$ cat src/verilog/tcs_pkg.sv
// Constants shared by the trip circuit supervisor and its helper modules
package tcs_pkg;

  // ----------------------------------------------------------------
  // Clock and sampling timing
  // ----------------------------------------------------------------
  localparam int CLK_FREQ_KHZ = 100_000;               // System clock rate in kHz
  localparam int SAMPLE_PERIOD_MS = 600;               // Interval between condition checks
  localparam int SAMPLE_PERIOD_CYC = CLK_FREQ_KHZ * SAMPLE_PERIOD_MS;
  localparam int TWO_INPUT_DELAY_MS = 1800;            // Nominal report delay, two inputs
  localparam int ONE_INPUT_DELAY_S = 300;              // Nominal report delay, one input

  // ----------------------------------------------------------------
  // Consecutive abnormal sample thresholds (fixed, not settable)
  // ----------------------------------------------------------------
  localparam int RUN_W = 9;                            // Width of the run counter
  localparam logic [8:0] TWO_INPUT_SAMPLES = 9'h003;   // Three checks
  localparam logic [8:0] ONE_INPUT_SAMPLES = 9'h1F4;   // Five hundred checks

  // ----------------------------------------------------------------
  // Monitoring mode encoding
  // ----------------------------------------------------------------
  localparam logic [1:0] MODE_DISABLED = 2'h0;
  localparam logic [1:0] MODE_TWO_INPUTS = 2'h1;
  localparam logic [1:0] MODE_ONE_INPUT = 2'h2;

  // ----------------------------------------------------------------
  // Register map (byte addresses) and field positions
  // ----------------------------------------------------------------
  localparam int ADDR_W = 8;
  localparam logic [7:0] CFG_OFFSET = 8'h00;
  localparam logic [7:0] STATUS_OFFSET = 8'h04;
  localparam logic [7:0] IRQ_STAT_OFFSET = 8'h08;
  localparam logic [7:0] IRQ_MASK_OFFSET = 8'h0C;
  localparam int CFG_MODE_LSB = 0;                     // Mode field, 2 bits
  localparam int CFG_ENABLE_BIT = 2;                   // Supervision on/off
  localparam int CFG_TRIP_ASSIGNED_BIT = 3;            // Trip contact input allocated
  localparam int CFG_AUX_ASSIGNED_BIT = 4;             // Breaker aux input allocated
  localparam int CFG_W = 5;
  localparam logic [4:0] CFG_RESET = 5'h04;            // Disabled mode, enable on
  localparam int ST_FAIL_BIT = 0;
  localparam int ST_OFF_BIT = 1;
  localparam int ST_BLOCKED_BIT = 2;
  localparam int ST_ACTIVE_BIT = 3;
  localparam int ST_PROG_FAIL_BIT = 4;
  localparam int ST_RUN_LSB = 16;
  localparam int IRQ_W = 3;
  localparam int IRQ_FAIL_SET_BIT = 0;                 // Annunciation raised
  localparam int IRQ_FAIL_CLR_BIT = 1;                 // Annunciation withdrawn
  localparam int IRQ_MISMATCH_BIT = 2;                 // Configuration mismatch appeared
  localparam logic [2:0] IRQ_RESET = 3'h0;

  // ----------------------------------------------------------------
  // Supervision states
  // ----------------------------------------------------------------
  typedef enum logic [1:0] {SUPV_OFF, SUPV_BLOCKED, SUPV_ACTIVE} supv_state_t;

endpackage

$ cat src/verilog/tcs_tick_divider.sv
// Divider that emits a one-cycle sampling enable every PERIOD clocks
`timescale 1ns/10ps
module tcs_tick_divider #(
  parameter int PERIOD = 60_000_000
) (
  input wire logic clk,
  input wire logic rst_n,
  output logic tick
);

  // ----------------------------------------------------------------
  // Free running count, wraps at PERIOD
  // ----------------------------------------------------------------
  logic [31:0] cnt_ff; // Cycles since last tick
  logic [31:0] nxt_cnt; // Next count
  logic tick_ff; // Registered tick
  wire wrap = (cnt_ff == 32'(PERIOD - 1)); // Last cycle of a period

  assign nxt_cnt = wrap ? 32'h0000_0000 : cnt_ff + 32'h0000_0001;
  assign tick = tick_ff;

  // Counter and pulse register
  always_ff @(posedge clk or negedge rst_n) begin
    if (!rst_n) begin
      cnt_ff <= 32'h0000_0000;
      tick_ff <= 1'b0;
    end else begin
      cnt_ff <= nxt_cnt;
      tick_ff <= wrap;
    end
  end

endmodule

$ cat src/verilog/tcs_run_counter.sv
// Counter of consecutive abnormal samples with a fixed threshold
`timescale 1ns/10ps
module tcs_run_counter (
  input wire logic clk,
  input wire logic rst_n,
  input wire logic clear,
  input wire logic sample,
  input wire logic abnormal,
  input wire logic [8:0] threshold,
  output logic [8:0] count,
  output logic reached
);

  // ----------------------------------------------------------------
  // Run length register
  // ----------------------------------------------------------------
  logic [8:0] count_ff; // Current run length
  logic [8:0] nxt_count; // Next run length
  wire at_top = (count_ff >= threshold); // Saturated at threshold

  // A healthy sample ends the run; saturation keeps the flag steady
  assign nxt_count = clear ? 9'h000 :
                     !sample ? count_ff :
                     !abnormal ? 9'h000 :
                     at_top ? threshold : count_ff + 9'h001;
  assign count = count_ff;
  assign reached = at_top && (threshold != 9'h000);

  // Run register
  always_ff @(posedge clk or negedge rst_n) begin
    if (!rst_n) begin
      count_ff <= 9'h000;
    end else begin
      count_ff <= nxt_count;
    end
  end

endmodule

$ cat src/verilog/trip_circuit_supervisor.sv
// Trip circuit supervisor: sampling, fault run detection, register port and interrupt
`timescale 1ns/10ps

// Overview of operation
// Two inputs: trip high is healthy, both-low abnormal
// Trip closed, both sense low means faulty
// Two inputs sampled every 600 ms
// Two inputs: three abnormal samples raise failure
// Two inputs: failure clears when fault gone
// One input: high is healthy, low trip closed
// One input: 500 low samples raise failure
// One input: failure clears on recovery
// Momentary trip or system fault never annunciates
// Mode setting selects two, one or disabled
// Separate on/off enable for supervision
// Input allocation mismatch raises configuration message
// Report delay fixed, spans longest trip
// Report off, blocked, active, configuration fault
// Healthy sample resets abnormal run counter
module trip_circuit_supervisor #(
  parameter int SAMPLE_PERIOD_CYC = tcs_pkg::SAMPLE_PERIOD_CYC
) (
  input wire logic CLK,
  input wire logic RST_N,
  input wire logic TRIP_CONTACT_SENSE_INPUT,
  input wire logic BREAKER_AUX_SENSE_INPUT,
  input wire logic BLOCK_INPUT,
  input wire logic SYSTEM_FAULT,
  input wire logic [7:0] ADDR,
  input wire logic [31:0] WDATA,
  input wire logic WR,
  input wire logic RD,
  output logic [31:0] RDATA,
  output logic FAIL_ANNUNCIATION,
  output logic SUPV_OFF_STATE,
  output logic SUPV_BLOCKED_STATE,
  output logic SUPV_ACTIVE_STATE,
  output logic CONFIG_MISMATCH,
  output logic IRQ
);

  // ----------------------------------------------------------------
  // Input synchronisers
  // ----------------------------------------------------------------
  // Pins come from contact wiring and other logic, so two stages each
  logic [3:0] meta_ff; // First stage, read only by second stage
  logic [3:0] sync_ff; // Second stage, safe to use
  wire trip_s = sync_ff[0]; // Trip contact sense, synced
  wire aux_s = sync_ff[1]; // Breaker aux sense, synced
  wire block_s = sync_ff[2]; // External block, synced
  wire sysflt_s = sync_ff[3]; // System fault in progress, synced

  // Two flop synchroniser for all four pins
  always_ff @(posedge CLK or negedge RST_N) begin
    if (!RST_N) begin
      meta_ff <= 4'h0;
      sync_ff <= 4'h0;
    end else begin
      meta_ff <= {SYSTEM_FAULT, BLOCK_INPUT, BREAKER_AUX_SENSE_INPUT, TRIP_CONTACT_SENSE_INPUT};
      sync_ff <= meta_ff;
    end
  end

  // ----------------------------------------------------------------
  // Configuration register fields
  // ----------------------------------------------------------------
  logic [4:0] cfg_ff; // Mode, enable and input allocation
  logic [4:0] nxt_cfg; // Next configuration
  wire [1:0] mode = cfg_ff[tcs_pkg::CFG_MODE_LSB +: 2]; // Selected mode
  wire enable = cfg_ff[tcs_pkg::CFG_ENABLE_BIT]; // On/off setting
  wire trip_assigned = cfg_ff[tcs_pkg::CFG_TRIP_ASSIGNED_BIT]; // Trip input allocated
  wire aux_assigned = cfg_ff[tcs_pkg::CFG_AUX_ASSIGNED_BIT]; // Aux input allocated
  wire mode_two = (mode == tcs_pkg::MODE_TWO_INPUTS);
  wire mode_one = (mode == tcs_pkg::MODE_ONE_INPUT);
  wire mode_on = mode_two || mode_one; // Reserved code acts as disabled

  // Allocation must equal what the mode needs
  wire mismatch = (mode_two && !(trip_assigned && aux_assigned)) ||
                  (mode_one && !(trip_assigned && !aux_assigned));

  // ----------------------------------------------------------------
  // Supervision state
  // ----------------------------------------------------------------
  tcs_pkg::supv_state_t state_ff; // Registered state
  tcs_pkg::supv_state_t nxt_state; // Next state
  logic prog_fail_ff; // Registered mismatch flag

  // Off unless mode and enable both on; mismatch or block forces blocked
  assign nxt_state = (!mode_on || !enable) ? tcs_pkg::SUPV_OFF :
                     (mismatch || block_s) ? tcs_pkg::SUPV_BLOCKED :
                     tcs_pkg::SUPV_ACTIVE;

  wire active = (state_ff == tcs_pkg::SUPV_ACTIVE); // Supervision running

  // State outputs decoded from the state register
  logic off_q; // Off state decoded
  logic blocked_q; // Blocked state decoded
  logic active_q; // Active state decoded
  always_comb begin
    off_q = 1'b0;
    blocked_q = 1'b0;
    active_q = 1'b0;
    case (state_ff)
      tcs_pkg::SUPV_OFF: off_q = 1'b1;
      tcs_pkg::SUPV_BLOCKED: blocked_q = 1'b1;
      tcs_pkg::SUPV_ACTIVE: active_q = 1'b1;
      default: off_q = 1'b1; // Unknown code treated as off
    endcase
  end

  // State and mismatch registers
  always_ff @(posedge CLK or negedge RST_N) begin
    if (!RST_N) begin
      state_ff <= tcs_pkg::SUPV_OFF;
      prog_fail_ff <= 1'b0;
    end else begin
      state_ff <= nxt_state;
      prog_fail_ff <= mismatch && enable;
    end
  end

  assign SUPV_OFF_STATE = off_q;
  assign SUPV_BLOCKED_STATE = blocked_q;
  assign SUPV_ACTIVE_STATE = active_q;
  assign CONFIG_MISMATCH = prog_fail_ff;

  // ----------------------------------------------------------------
  // Sampling and classification
  // ----------------------------------------------------------------
  logic tick; // One cycle every sampling period

  // Same period for both modes
  // The divider runs free, so the first check after enabling lands
  // anywhere within one period and the report delay varies by that much
  tcs_tick_divider #(
    .PERIOD(SAMPLE_PERIOD_CYC)
  ) u_tick (
    .clk(CLK),
    .rst_n(RST_N),
    .tick(tick)
  );

  // Both low is abnormal in two-input mode, whatever the breaker position
  wire abnormal_two = !trip_s && !aux_s;
  // Low on the single input means trip contact closed or circuit broken
  wire abnormal_one = !trip_s;
  wire abnormal = mode_two ? abnormal_two : abnormal_one;

  // No checks are taken while a system fault is in progress
  wire sample = tick && active && !sysflt_s;

  // Threshold is a constant per mode so the delay cannot be retuned
  wire [8:0] threshold = mode_two ? tcs_pkg::TWO_INPUT_SAMPLES : tcs_pkg::ONE_INPUT_SAMPLES;

  // Restart the run on mode change or when supervision leaves active
  // Carrying a run across modes would judge it against the wrong threshold
  logic [1:0] mode_last_ff; // Mode seen last cycle
  wire run_clear = !active || (mode != mode_last_ff);

  logic [8:0] run_cnt; // Consecutive abnormal samples
  logic run_reached; // Threshold reached

  // One counter shared by both modes, threshold picks the delay
  tcs_run_counter u_run (
    .clk(CLK),
    .rst_n(RST_N),
    .clear(run_clear),
    .sample(sample),
    .abnormal(abnormal),
    .threshold(threshold),
    .count(run_cnt),
    .reached(run_reached)
  );

  // ----------------------------------------------------------------
  // Failure annunciation
  // ----------------------------------------------------------------
  // Follows the run counter, so a healthy check withdraws it
  // Leaving active or changing mode drops it at once
  logic fail_ff; // Annunciation register
  wire nxt_fail = run_reached && active && !run_clear;

  // Annunciation and mode history
  always_ff @(posedge CLK or negedge RST_N) begin
    if (!RST_N) begin
      fail_ff <= 1'b0;
      mode_last_ff <= tcs_pkg::MODE_DISABLED;
    end else begin
      fail_ff <= nxt_fail;
      mode_last_ff <= mode;
    end
  end

  assign FAIL_ANNUNCIATION = fail_ff;

  // ----------------------------------------------------------------
  // Register port decode
  // ----------------------------------------------------------------
  wire sel_cfg = (ADDR == tcs_pkg::CFG_OFFSET); // Config select
  wire sel_status = (ADDR == tcs_pkg::STATUS_OFFSET); // Status select
  wire sel_istat = (ADDR == tcs_pkg::IRQ_STAT_OFFSET); // Interrupt status select
  wire sel_imask = (ADDR == tcs_pkg::IRQ_MASK_OFFSET); // Interrupt mask select
  wire wr_cfg = WR && sel_cfg; // Config write
  wire wr_istat = WR && sel_istat; // Write one to clear
  wire wr_imask = WR && sel_imask; // Mask write

  assign nxt_cfg = wr_cfg ? WDATA[tcs_pkg::CFG_W-1:0] : cfg_ff;

  // ----------------------------------------------------------------
  // Interrupt status and mask
  // ----------------------------------------------------------------
  logic [2:0] irq_stat_ff; // Sticky event bits
  logic [2:0] irq_mask_ff; // Enable per event
  logic prog_fail_last_ff; // Previous mismatch flag
  logic [2:0] irq_event; // Events this cycle
  logic [2:0] nxt_irq_stat; // Next sticky bits
  logic [2:0] irq_clr; // Bits software clears

  assign irq_event[tcs_pkg::IRQ_FAIL_SET_BIT] = nxt_fail && !fail_ff;
  assign irq_event[tcs_pkg::IRQ_FAIL_CLR_BIT] = !nxt_fail && fail_ff;
  assign irq_event[tcs_pkg::IRQ_MISMATCH_BIT] = prog_fail_ff && !prog_fail_last_ff;
  assign irq_clr = wr_istat ? WDATA[tcs_pkg::IRQ_W-1:0] : 3'h0;
  // A new event beats a clear in the same cycle
  // Losing an event to a clear would hide a failure from software
  assign nxt_irq_stat = (irq_stat_ff & ~irq_clr) | irq_event;
  assign IRQ = |(irq_stat_ff & irq_mask_ff);

  // Configuration and interrupt registers
  always_ff @(posedge CLK or negedge RST_N) begin
    if (!RST_N) begin
      cfg_ff <= tcs_pkg::CFG_RESET;
      irq_stat_ff <= tcs_pkg::IRQ_RESET;
      irq_mask_ff <= tcs_pkg::IRQ_RESET;
      prog_fail_last_ff <= 1'b0;
    end else begin
      cfg_ff <= nxt_cfg;
      irq_stat_ff <= nxt_irq_stat;
      irq_mask_ff <= wr_imask ? WDATA[tcs_pkg::IRQ_W-1:0] : irq_mask_ff;
      prog_fail_last_ff <= prog_fail_ff;
    end
  end

  // ----------------------------------------------------------------
  // Read data, valid in the cycle after the strobe only
  // ----------------------------------------------------------------
  logic [31:0] status_word; // Live status view
  logic [31:0] rd_mux; // Selected read value
  logic [31:0] rdata_ff; // Registered read data

  assign status_word = {7'h00, run_cnt, 11'h000, prog_fail_ff, active_q, blocked_q, off_q, fail_ff};
  // Unmapped addresses read as zero
  assign rd_mux = sel_cfg ? {27'h000_0000, cfg_ff} :
                  sel_status ? status_word :
                  sel_istat ? {29'h0000_0000, irq_stat_ff} :
                  sel_imask ? {29'h0000_0000, irq_mask_ff} : 32'h0000_0000;

  // Read register clears when no read is pending
  // A zero idle value keeps stale words off the bus
  always_ff @(posedge CLK or negedge RST_N) begin
    if (!RST_N) begin
      rdata_ff <= 32'h0000_0000;
    end else begin
      rdata_ff <= RD ? rd_mux : 32'h0000_0000;
    end
  end

  assign RDATA = rdata_ff;
endmodule

$ cat config.mk
export PLATFORM = sky130hd
export DESIGN_NAME = trip_circuit_supervisor
export DESIGN_NICKNAME = d
export VERILOG_FILES = /design/src/verilog/tcs_pkg.sv /design/src/verilog/tcs_tick_divider.sv /design/src/verilog/tcs_run_counter.sv /design/src/verilog/trip_circuit_supervisor.sv
export SDC_FILE = /design/constraint.sdc
export NUM_CORES = 1
export LEC_CHECK = 0
export BUFFER_PORTS_ARGS = -buffer_cell sky130_fd_sc_hd__buf_2
export CAP_MARGIN = 20
export CORE_UTILIZATION = 54
export CTS_CLUSTER_SIZE = 14
export DETAILED_ROUTE_END_ITERATION = 6
export PLACE_DENSITY = 0.84
export SETUP_SLACK_MARGIN = 0.4
export SYNTH_ARGS = -nofsm -noshare
export SYNTH_HDL_FRONTEND = slang
export SYNTH_SLANG_ARGS = --single-unit
$ cat constraint.sdc
create_clock -name CLK -period 2.7 [get_ports CLK]
set_input_delay 0.135 -clock CLK [delete_from_list [all_inputs] [get_ports CLK]]
set_output_delay 0.135 -clock CLK [all_outputs]
set_load 0.02 [all_outputs]
==> results_dict.tcl, run 1 <==
set metrics [dict create \
    status "finished clean" \
    path_clk_slew_ns 0.09 \
    crit_arrival_ns 2.58 \
    grt_usage_pct 21.6 \
    grt_pass1_vias 2766 \
    synth-edff-count 0 \
    critical_path_class "register to register" \
    io_pins 86 \
    setup_viol 0 \
    powerDensity_nw_per_um2 525 \
    gp_congestion 0.839 \
    cts_root_buffer "clkbuf_8" \
    grt_pass1_wl_um 12800 \
    synth_top_area_share_pct 50.4 \
    cts_buffer_depth 2 \
    antenna_found_initial 0 \
    total_power_mw 2.44 \
    totalWireLength_um 7620 \
    slowest_delay_ns 0.47 \
    ys.flop_type "dfrtp_1" \
    max_slew_margin_pct 65.8 \
    rows 31 \
    synth_warnings 0 \
    yosysTopAreaCell "dfrtp_1" \
    drcViolationCount 0 \
    maxCapViolations 0 \
    start_kind "register" \
    antenna_cells 0 \
    synth_area_leaders "dfrtp_1 (50%), xor2_1 (3.5%), buf_4 (3.4%), nand2_1 (3.1%), xnor2_1 (3.0%)" \
    ys_types 61 \
    h-tree-depth 3 \
    utilization_pct 64.4 \
    cpMaxStageDelayCell "dfrtp_2" \
    first_pass_iters 4 \
    syn_inst 377 \
    drive_gt1_share_pct 23.3 \
    finalNetCount 490 \
    period_needed_ns 2.28 \
    fillers 565 \
    syn_avg_cell_area_um2 10.7 \
    portBuffers 40 \
    synthTopCellsByCount "dfrtp_1 (81), nand2_1 (33), nor2_1 (31)" \
    grt.overflow.total 0 \
    path_cells "ha_4 > ha_1 > nand2b_1 > a21oi_2 > o31ai_2 > a311oi_2 > buf_4 > a21o_2 > a22o_2" \
    hold_ws_ns 0.0343 \
    syn_area_um2 4030 \
    seqCellArea_um2 2060 \
    asyncSetResetFlopFracSynth_pct 100 \
    fp.dieH_um 88.3 \
    cts_tree "built" \
    vias 2957 \
    multiInputGateArea_um2 1820 \
    die_area_um2 7800 \
    path_max_fanout 5 \
    final_max_slew_viol_count 0 \
    dp.cells 508 \
    die_w_um 88.3 \
    start_util_pct 55.8 \
    drt-wirelength-per-cell_um 14.2 \
    ant_nets 0 \
    leakagePower_nw 2.19 \
    peakVddDrop_uv 352 \
    grt_setup_unrepaired "no" \
    dp_hpwl_um 5120 \
    ys_seq_area_share_pct 51.0 \
    dr.first_iter.drc_count 138 \
    grt_max_degree 83 \
    hold_viol_final 0 \
    clk_latency_ns 0.36 \
    cp-end-kind "register" \
    worst_pin_slew_ns 0.512 \
    viasPerCell 5.51 \
    required_ns 3.00 \
    period_share_pct 84.6 \
    synth_most_common_cell "dfrtp_1" \
    finClkSkew_ns 0.0138 \
    area_delta_synth_final_pct 15.5 \
    cts.sinks 82 \
    core_area_um2 7210 \
    fin_cells 537 \
    tns_ns 0 \
    cts_buffers 9 \
    hold_path.class "input pin to register" \
    max_freq_ghz 0.438 \
    synth_seq_cells 82 \
]
worst paths after layout:
kind	startpoint	endpoint	slack (ns)	cells after the start
setup / recovery	cfg_ff[0]$_DFFE_PN0P_	u_run.count[6]$_DFFE_PN0P_	0.42	9
hold / removal	WDATA[1]	cfg_ff[1]$_DFFE_PN0P_	0.03	3
setup reg to reg	cfg_ff[0]$_DFFE_PN0P_	u_run.count[6]$_DFFE_PN0P_	0.42	9
hold reg to reg	meta_ff[0]$_DFF_PN0_	sync_ff[0]$_DFF_PN0_	0.34	0
max in group asynchronous	RST_N	cfg_ff[0]$_DFFE_PN0P_	2.00	3
min in group asynchronous	RST_N	u_run.count[8]$_DFFE_PN0P_	0.13	2
registers in the layout (all words and copies together) (netlist names):
register and cells:
state_ff 2, u_tick.cnt_ff 32, irq_mask_ff 3, meta_ff 4, CONFIG_MISMATCH 1, sync_ff 4, irq_stat_ff 3, mode_last_ff 2
cfg_ff 5, prog_fail_last_ff 1, u_run.count 9, u_tick.tick 1, RDATA 14, FAIL_ANNUNCIATION 1
layout make-up:
type | instances | area share (%)
well taps | 99 | 2.66
multi-input cells | 269 | 39.1
clock buffers | 11 | 3.26
flip-flops and latches | 82 | 44.2
clock inverters | 5 | 1.83
repair buffers | 56 | 7.70
inverters | 15 | 1.21
worst max-delay path: cells and delay by family (launching register included):
kind	cells	cell delay, ns
buffers and inverters	1	0.20
adders and majority gates	2	0.45
AOI/OAI and AO/OA	5	0.93
DFF	1	0.47
and+or+nand+nor	1	0.15
cells by family (layout without fill, tap and decap cells):
group	count (synthesis)	in the layout	synth area share, %
compound gates	49	49	8.42
xor+xnor	30	30	6.53
fa+ha+maj	9	9	2.80
buf+inv	43	87	6.00
flops	82	82	51.0
mux	10	10	3.57
other cells	1	18	0.0932
simple gates	153	153	21.6
per-stage QoR:
stage	cell area [um^2]	setup slack, ns
after detailed placement	4250	0.218
after global routing	4650	0.313
final	4650	0.417
after global placement	4250	0.321
after floorplan	4090	0.401
after CTS	4580	0.383
report_power, final:
group | switching [mW] | internal (mW) | total (mW)
sequential | 0.0147 | 1.25 | 1.26
clock | 0.448 | 0.576 | 1.02
combinational | 0.0933 | 0.0617 | 0.155
total | 0.556 | 1.88 | 2.44
layer usage:
layer,vias to the layer above,GRT usage (%),wire length (um)
met4,0,8.65,194
met2,108,34.8,3840
met5,-,0,0
li1,1388,-,-
met1,1437,26.9,3100
met3,24,7.37,490
cells in the final DEF, fill, tap and decap left out, drive strengths merged, types with 3 or more instances in the layout:
| master | n |
|---|---|
| nand2b | 3 |
| xnor2 | 14 |
| dfrtp | 81 |
| nand4 | 6 |
| o21ai | 18 |
| and3 | 9 |
| conb | 18 |
| o31ai | 3 |
| mux2 | 5 |
| dlygate4sd3 | 7 |
| a31oi | 3 |
| inv | 16 |
| buf | 49 |
| nor2 | 32 |
| nor3 | 13 |
| nor4 | 5 |
| and4 | 3 |
| nand3 | 20 |
| and2 | 11 |
| a22o | 3 |
| mux4 | 3 |
| xor2 | 16 |
| nand2 | 34 |
| or4 | 3 |
| nor3b | 3 |
| ha | 9 |
| a211oi | 3 |
| nand3b | 5 |
| clkbuf | 11 |
| a21oi | 6 |
repair_timing:
| item | in CTS | in global routing |
|---|---|---|
| resized for setup | 3 | 6 |
| setup endpoints to repair | 8 | 10 |
| pin swaps | 1 | 4 |
| hold buffers | 7 | 0 |
| setup buffers | 1 | 3 |
| endpoints found under the hold margin | 87 | 0 |
| gates cloned | 0 | 1 |
No activity file was read; power rests on OpenSTA's default activity.
==> run 2, diff against run 1 <==
==> constraint.sdc (replaced) <==
create_clock -name CLK -period 2.16 [get_ports CLK]
set_input_delay 0.108 -clock CLK [delete_from_list [all_inputs] [get_ports CLK]]
set_output_delay 0.108 -clock CLK [all_outputs]
set_load 0.02 [all_outputs]
==> run 2 against run 1 <==
Against the previous run: largest cell class unchanged; die area is the same; clock power grew 36%; first-iteration DRC count shrank 36%; final cell count grew 5.4%; wire length grew 19%; global-route usage grew 1.9 points; largest power group unchanged; sequential share of layout area shrank 4.3 points.
==> results_dict.tcl, run 2 (synthesis gave the netlist of run 1 again) <==
set metrics [dict create \
    status "finished clean" \
    path_max_fanout 5 \
    grt_setup_unrepaired "yes" \
    grt_pass1_wl_um 13700 \
    setup_viol 0 \
    antenna_found_initial 0 \
    critical_path_class "register to register" \
    path_clk_slew_ns 0.09 \
    fp.dieH_um 88.3 \
    hold_viol_final 0 \
    totalWireLength_um 9040 \
    die_area_um2 7800 \
    p_switching_mw 0.756 \
    start_kind "register" \
    core_area_um2 7210 \
    cts_buffers 9 \
    largest_reg_flops 32 \
    area_delta_synth_final_pct 28.2 \
    grt_pass1_vias 3017 \
    drive_gt1_share_pct 36.0 \
    rows 31 \
    peakVddDrop_uv 384 \
    p_comb_share_pct 7.1 \
    max_slew_margin_pct 49.8 \
    place_ws_ns -0.0247 \
    h-tree-depth 3 \
    antenna_cells 0 \
    drcViolationCount 0 \
    cp-end-kind "register" \
    drt-wirelength-per-cell_um 16.0 \
    clk_latency_ns 0.38 \
    maxCapViolations 0 \
    holdPathStages 2 \
    hold_path.class "input pin to register" \
    final_max_slew_viol_count 0 \
    required_ns 2.42 \
    dp_hpwl_um 5410 \
    max_freq_ghz 0.480 \
    setup_ws_ns 0.0753 \
    worst_pin_slew_ns 0.753 \
    grt_max_degree 64 \
    period_share_pct 96.5 \
    rr_worst_depth 9 \
    cts_tree "built" \
    powerDensity_nw_per_um2 618 \
    finClkSkew_ns 0.0119 \
    cts_buffer_depth 2 \
    start_util_pct 55.8 \
    period_needed_ns 2.08 \
    viasPerCell 5.51 \
    io_pins 86 \
    cts.sinks 82 \
    hold_ws_ns 0.0102 \
    gp_congestion 0.826 \
    power_frac_seq_pct 49.4 \
    ant_nets 0 \
    cts_root_buffer "clkbuf_8" \
    first_pass_iters 4 \
    utilization_pct 71.5 \
    grt.overflow.total 0 \
    finalNetCount 519 \
    place_area_um2 4360 \
    fin_area_um2 5160 \
    leakagePower_nw 2.43 \
    grt_usage_pct 23.5 \
    vias 3119 \
    portBuffers 40 \
    p_int_mw 2.43 \
    crit_arrival_ns 2.35 \
    p_clk_share_pct 43.5 \
    p_sw_share_pct 23.7 \
    top_register "u_tick.cnt_ff" \
    die_w_um 88.3 \
    seqCellArea_um2 2060 \
    mostFrequentLayoutCell "dfrtp_1" \
    fillers 503 \
    multiInputGateArea_um2 2040 \
    r2r_slack_ns 0.08 \
    dr.first_iter.drc_count 88 \
    mostFrequentLayoutCells "dfrtp_1 (75), buf_2 (39), nand2_1 (31), buf_4 (29), nor2_1 (21)" \
]
[run 2: cell types whose count changed in the layout (fill, tap and decap cells not counted), moves of 4 or more]
cell and delta:
dfrtp_2 +4, o21ai_0 -7, buf_4 +21, dfrtp_1 -4, o21ai_1 +4, nor2_2 +10
buf_6 +4, nor2_1 -10
[run 2: timing repair]
action / in CTS / in global routing
hold endpoints to repair: 71 / 0
gates resized for setup: 25 / 33
pin swaps: 12 / 13
setup buffers: 16 / 7
gates cloned: 1 / 0
hold buffers: 10 / 0
endpoints found under the setup margin: 33 / 35
[run 2: worst max-delay path, cell delays in order, from the launching register on]
cell and delay, ns:
dfrtp_2 0.44, ha_4 0.19, ha_4 0.25, nand2b_4 0.12, a21oi_4 0.06, o31ai_2 0.23, a311oi_2 0.12, buf_4 0.17
a21o_2 0.19, a22o_2 0.20
[run 2: final timing paths]
kind,startpoint,endpoint
max in group asynchronous,RST_N,u_tick.cnt_ff[13]$_DFF_PN0_
setup / recovery,cfg_ff[0]$_DFFE_PN0P_,u_run.count[6]$_DFFE_PN0P_
hold reg to reg,meta_ff[2]$_DFF_PN0_,sync_ff[2]$_DFF_PN0_
setup reg to reg,cfg_ff[0]$_DFFE_PN0P_,u_run.count[6]$_DFFE_PN0P_
hold / removal,RD,RDATA[2]$_DFF_PN0_
min in group asynchronous,RST_N,RDATA[23]$_DFF_PN0_
[run 2: final cells by class]
class                      instances  area share, %
clock buffer                       9           2.40
clock inverter                     7           2.42
inverter                          15           1.14
multi-input combinational        269           39.6
sequential                        82           39.9
tap                               99           2.40
timing repair buffer              85           12.1
[run 2: power groups by stage]
stage	clock, mW	combinational, mW	sequential, mW
final	1.39	0.227	1.58
after global routing	1.46	0.250	1.58
after CTS	1.40	0.217	1.57
after detailed placement	0	0.189	1.61
after global placement	0	0.183	1.60
after floorplan	0	0.134	1.60
[run 2: through the flow]
| step | total power [mW] | std cells | setup TNS [ns] |
|---|---|---|---|
| 3_5_place_dp | 1.79 | 516 | -0.0293 |
| 4_1_cts | 3.19 | 559 | 0 |
| 3_3_place_gp | 1.79 | 516 | 0 |
| 2_1_floorplan | 1.74 | 394 | 0 |
| 5_1_grt | 3.29 | 566 | 0 |
| 6_report | 3.19 | 566 | 0 |
[run 2: routing by layer]
| layer | routed length (um) | vias up | track usage [%] |
|---|---|---|---|
| li1 | - | 1449 | - |
| met1 | 3510 | 1542 | 26.2 |
| met2 | 4840 | 111 | 42.2 |
| met3 | 461 | 17 | 6.16 |
| met4 | 229 | 0 | 10.3 |
| met5 | 0 | - | 0 |
==> run 3, diff against run 2 <==
--- a/config.mk
+++ b/config.mk
@@ -10,8 +10,8 @@
 export CORE_UTILIZATION = 54
 export CTS_CLUSTER_SIZE = 14
 export DETAILED_ROUTE_END_ITERATION = 6
+export GPL_ROUTABILITY_DRIVEN = 0
 export PLACE_DENSITY = 0.84
-export SETUP_SLACK_MARGIN = 0.4
 export SYNTH_ARGS = -nofsm -noshare
 export SYNTH_HDL_FRONTEND = slang
 export SYNTH_SLANG_ARGS = --single-unit
==> run 3 against run 2 <==
Against the previous run: critical path depth is the same; utilization is 7.2 points lower; first-iteration DRC count increased by 59%; sequential cell count unchanged; global-route usage decreased by 2.2 points; largest power group unchanged; critical endpoint unchanged; fmax increased by 1.0%; via count decreased by 5.8%.
==> results_dict.tcl, run 3 (synthesis gave the netlist of run 1 again) <==
set metrics [dict create \
    dp_hpwl_um 5420 \
    cp-end-kind "register" \
    io_pins 86 \
    period_needed_ns 2.06 \
    cts_buffer_depth 2 \
    total_power_mw 2.80 \
    grt.overflow.total 0 \
    drt-wirelength-per-cell_um 14.2 \
    grt_pass1_wl_um 12700 \
    cts.sinks 82 \
    grt_util_met3_pct 5.41 \
    cts_tree "built" \
    crit_arrival_ns 2.32 \
    busiest_layer "met2" \
    powerDensity_nw_per_um2 602 \
    seqCellArea_um2 2050 \
    mostFrequentLayoutCell "dfrtp_1" \
    finalNetCount 494 \
    max_freq_ghz 0.485 \
    viasPerCell 5.43 \
    holdPathEnd "RDATA[2]$_DFF_PN0_" \
    fp.dieH_um 88.3 \
    grt_usage_pct 21.3 \
    rr_worst_depth 9 \
    start_util_pct 55.8 \
    groute.layer.met1.usage_pct 25.6 \
    setup_viol 0 \
    holdPathStages 2 \
    peakVddDrop_uv 298 \
    grt_max_degree 49 \
    grt_pass1_vias 2864 \
    hold_viol_final 0 \
    tns_ns 0 \
    drcViolationCount 0 \
    timing.rr.start "cfg_ff[0]$_DFFE_PN0P_" \
    status "finished clean" \
    r2r_slack_ns 0.1 \
    portBuffers 40 \
    path_max_fanout 9 \
    first_pass_iters 5 \
    rows 31 \
    mostFrequentLayoutCells "dfrtp_1 (81), buf_2 (39), nand2_1 (33), nor2_1 (31), nand3_1 (20)" \
    die_area_um2 7800 \
    path_clk_slew_ns 0.09 \
    core_area_um2 7210 \
    ant_nets 0 \
    cp-startpoint "cfg_ff[0]$_DFFE_PN0P_" \
    leakagePower_nw 2.18 \
    drive_gt1_share_pct 24.4 \
    antenna_cells 0 \
    die_w_um 88.3 \
    antenna_found_initial 0 \
    cts_root_buffer "clkbuf_8" \
    totalWireLength_um 7660 \
    cts_buffers 9 \
    utilization_pct 64.3 \
    largest_reg_flops 32 \
    hold_path.class "input pin to register" \
    period_share_pct 95.5 \
    start_kind "register" \
    critical_path_class "register to register" \
    h-tree-depth 3 \
    vias 2939 \
    area_delta_synth_final_pct 15.3 \
    r2r-end "u_run.count[6]$_DFFE_PN0P_" \
    clk_latency_ns 0.36 \
    fillers 548 \
    min_from "RD" \
    finClkSkew_ns 0.00834 \
    fin_area_um2 4640 \
    place_area_um2 4350 \
    multiInputGateArea_um2 1850 \
    grtUsageMet2_pct 36.5 \
    dr.first_iter.drc_count 140 \
    grt_setup_unrepaired "no" \
    required_ns 2.41 \
    top_register "u_tick.cnt_ff" \
    maxCapViolations 0 \
    final_max_slew_viol_count 0 \
]
==> run 3: cell count changes in the layout (fill, tap and decap cells not counted), sizes merged <==
cell         previous run  this run
buf                    75        53
clkinvlp                0         3
bufinv                  3         0
dlygate4sd3            10         7
==> run 3: worst max-delay path by stage <==
stage | end | slack, ns | cells after the start
6_report | u_run.count[6]$_DFFE_PN0P_ | 0.1 | 9
5_1_grt | u_run.count[6]$_DFFE_PN0P_ | 0.0003 | 10
4_1_cts | u_run.count[6]$_DFFE_PN0P_ | 0.009 | 10
3_5_place_dp | u_run.count[6]$_DFFE_PN0P_ | -0.03 | 9
3_3_place_gp | u_run.count[6]$_DFFE_PN0P_ | 0.05 | 9
2_1_floorplan | u_run.count[6]$_DFFE_PN0P_ | 0.003 | 10
==> run 3: report_power, final <==
group	internal, mW	total, mW	switching [mW]	leakage, nW
Sequential	1.56	1.57	0.0161	1.08
Combinational	0.0825	0.206	0.124	1.02
Clock	0.425	1.02	0.591	0.0822
Total	2.07	2.80	0.731	2.18
==> run 3: worst max-delay path, cell delays in order, from the launching register on <==
cell	delay, ns
dfrtp_1	0.42
ha_4	0.18
ha_1	0.27
nand2b_4	0.13
a21oi_4	0.06
o31ai_2	0.19
a311oi_2	0.12
buf_4	0.18
a21o_2	0.21
a22o_2	0.20
==> run 3: repair_timing <==
action,4_1_cts,5_1_grt
endpoints found under the setup margin,2,11
pin swaps,1,4
hold endpoints to repair,40,0
gates resized for setup,1,6
setup buffers,0,1
gates cloned,0,0
hold buffers,7,0
==> run 3: per-stage QoR <==
stage | setup WS [ns] | hold slack [ns] | std cells
2_1_floorplan | 0.00308 | -0.188 | 394
3_3_place_gp | 0.0544 | 0.0804 | 517
3_5_place_dp | -0.0321 | 0.0883 | 517
4_1_cts | 0.00877 | 0.00579 | 540
5_1_grt | 0.000322 | 0.0138 | 541
6_report | 0.0961 | 0.0180 | 541
==> run 3: area by class of cell <==
cell class | instances | area share [%]
clock buffer | 9 | 2.67
tap | 99 | 2.67
inverter | 15 | 1.21
sequential | 82 | 44.2
clock inverter | 7 | 1.16
multi-input combinational | 269 | 39.8
timing repair buffer | 60 | 8.25
==> run 3: layer usage <==
metal	up-vias	wire length, um
met5	-	0
met4	0	127
met3	14	355
met2	85	3840
met1	1431	3340
li1	1409	-
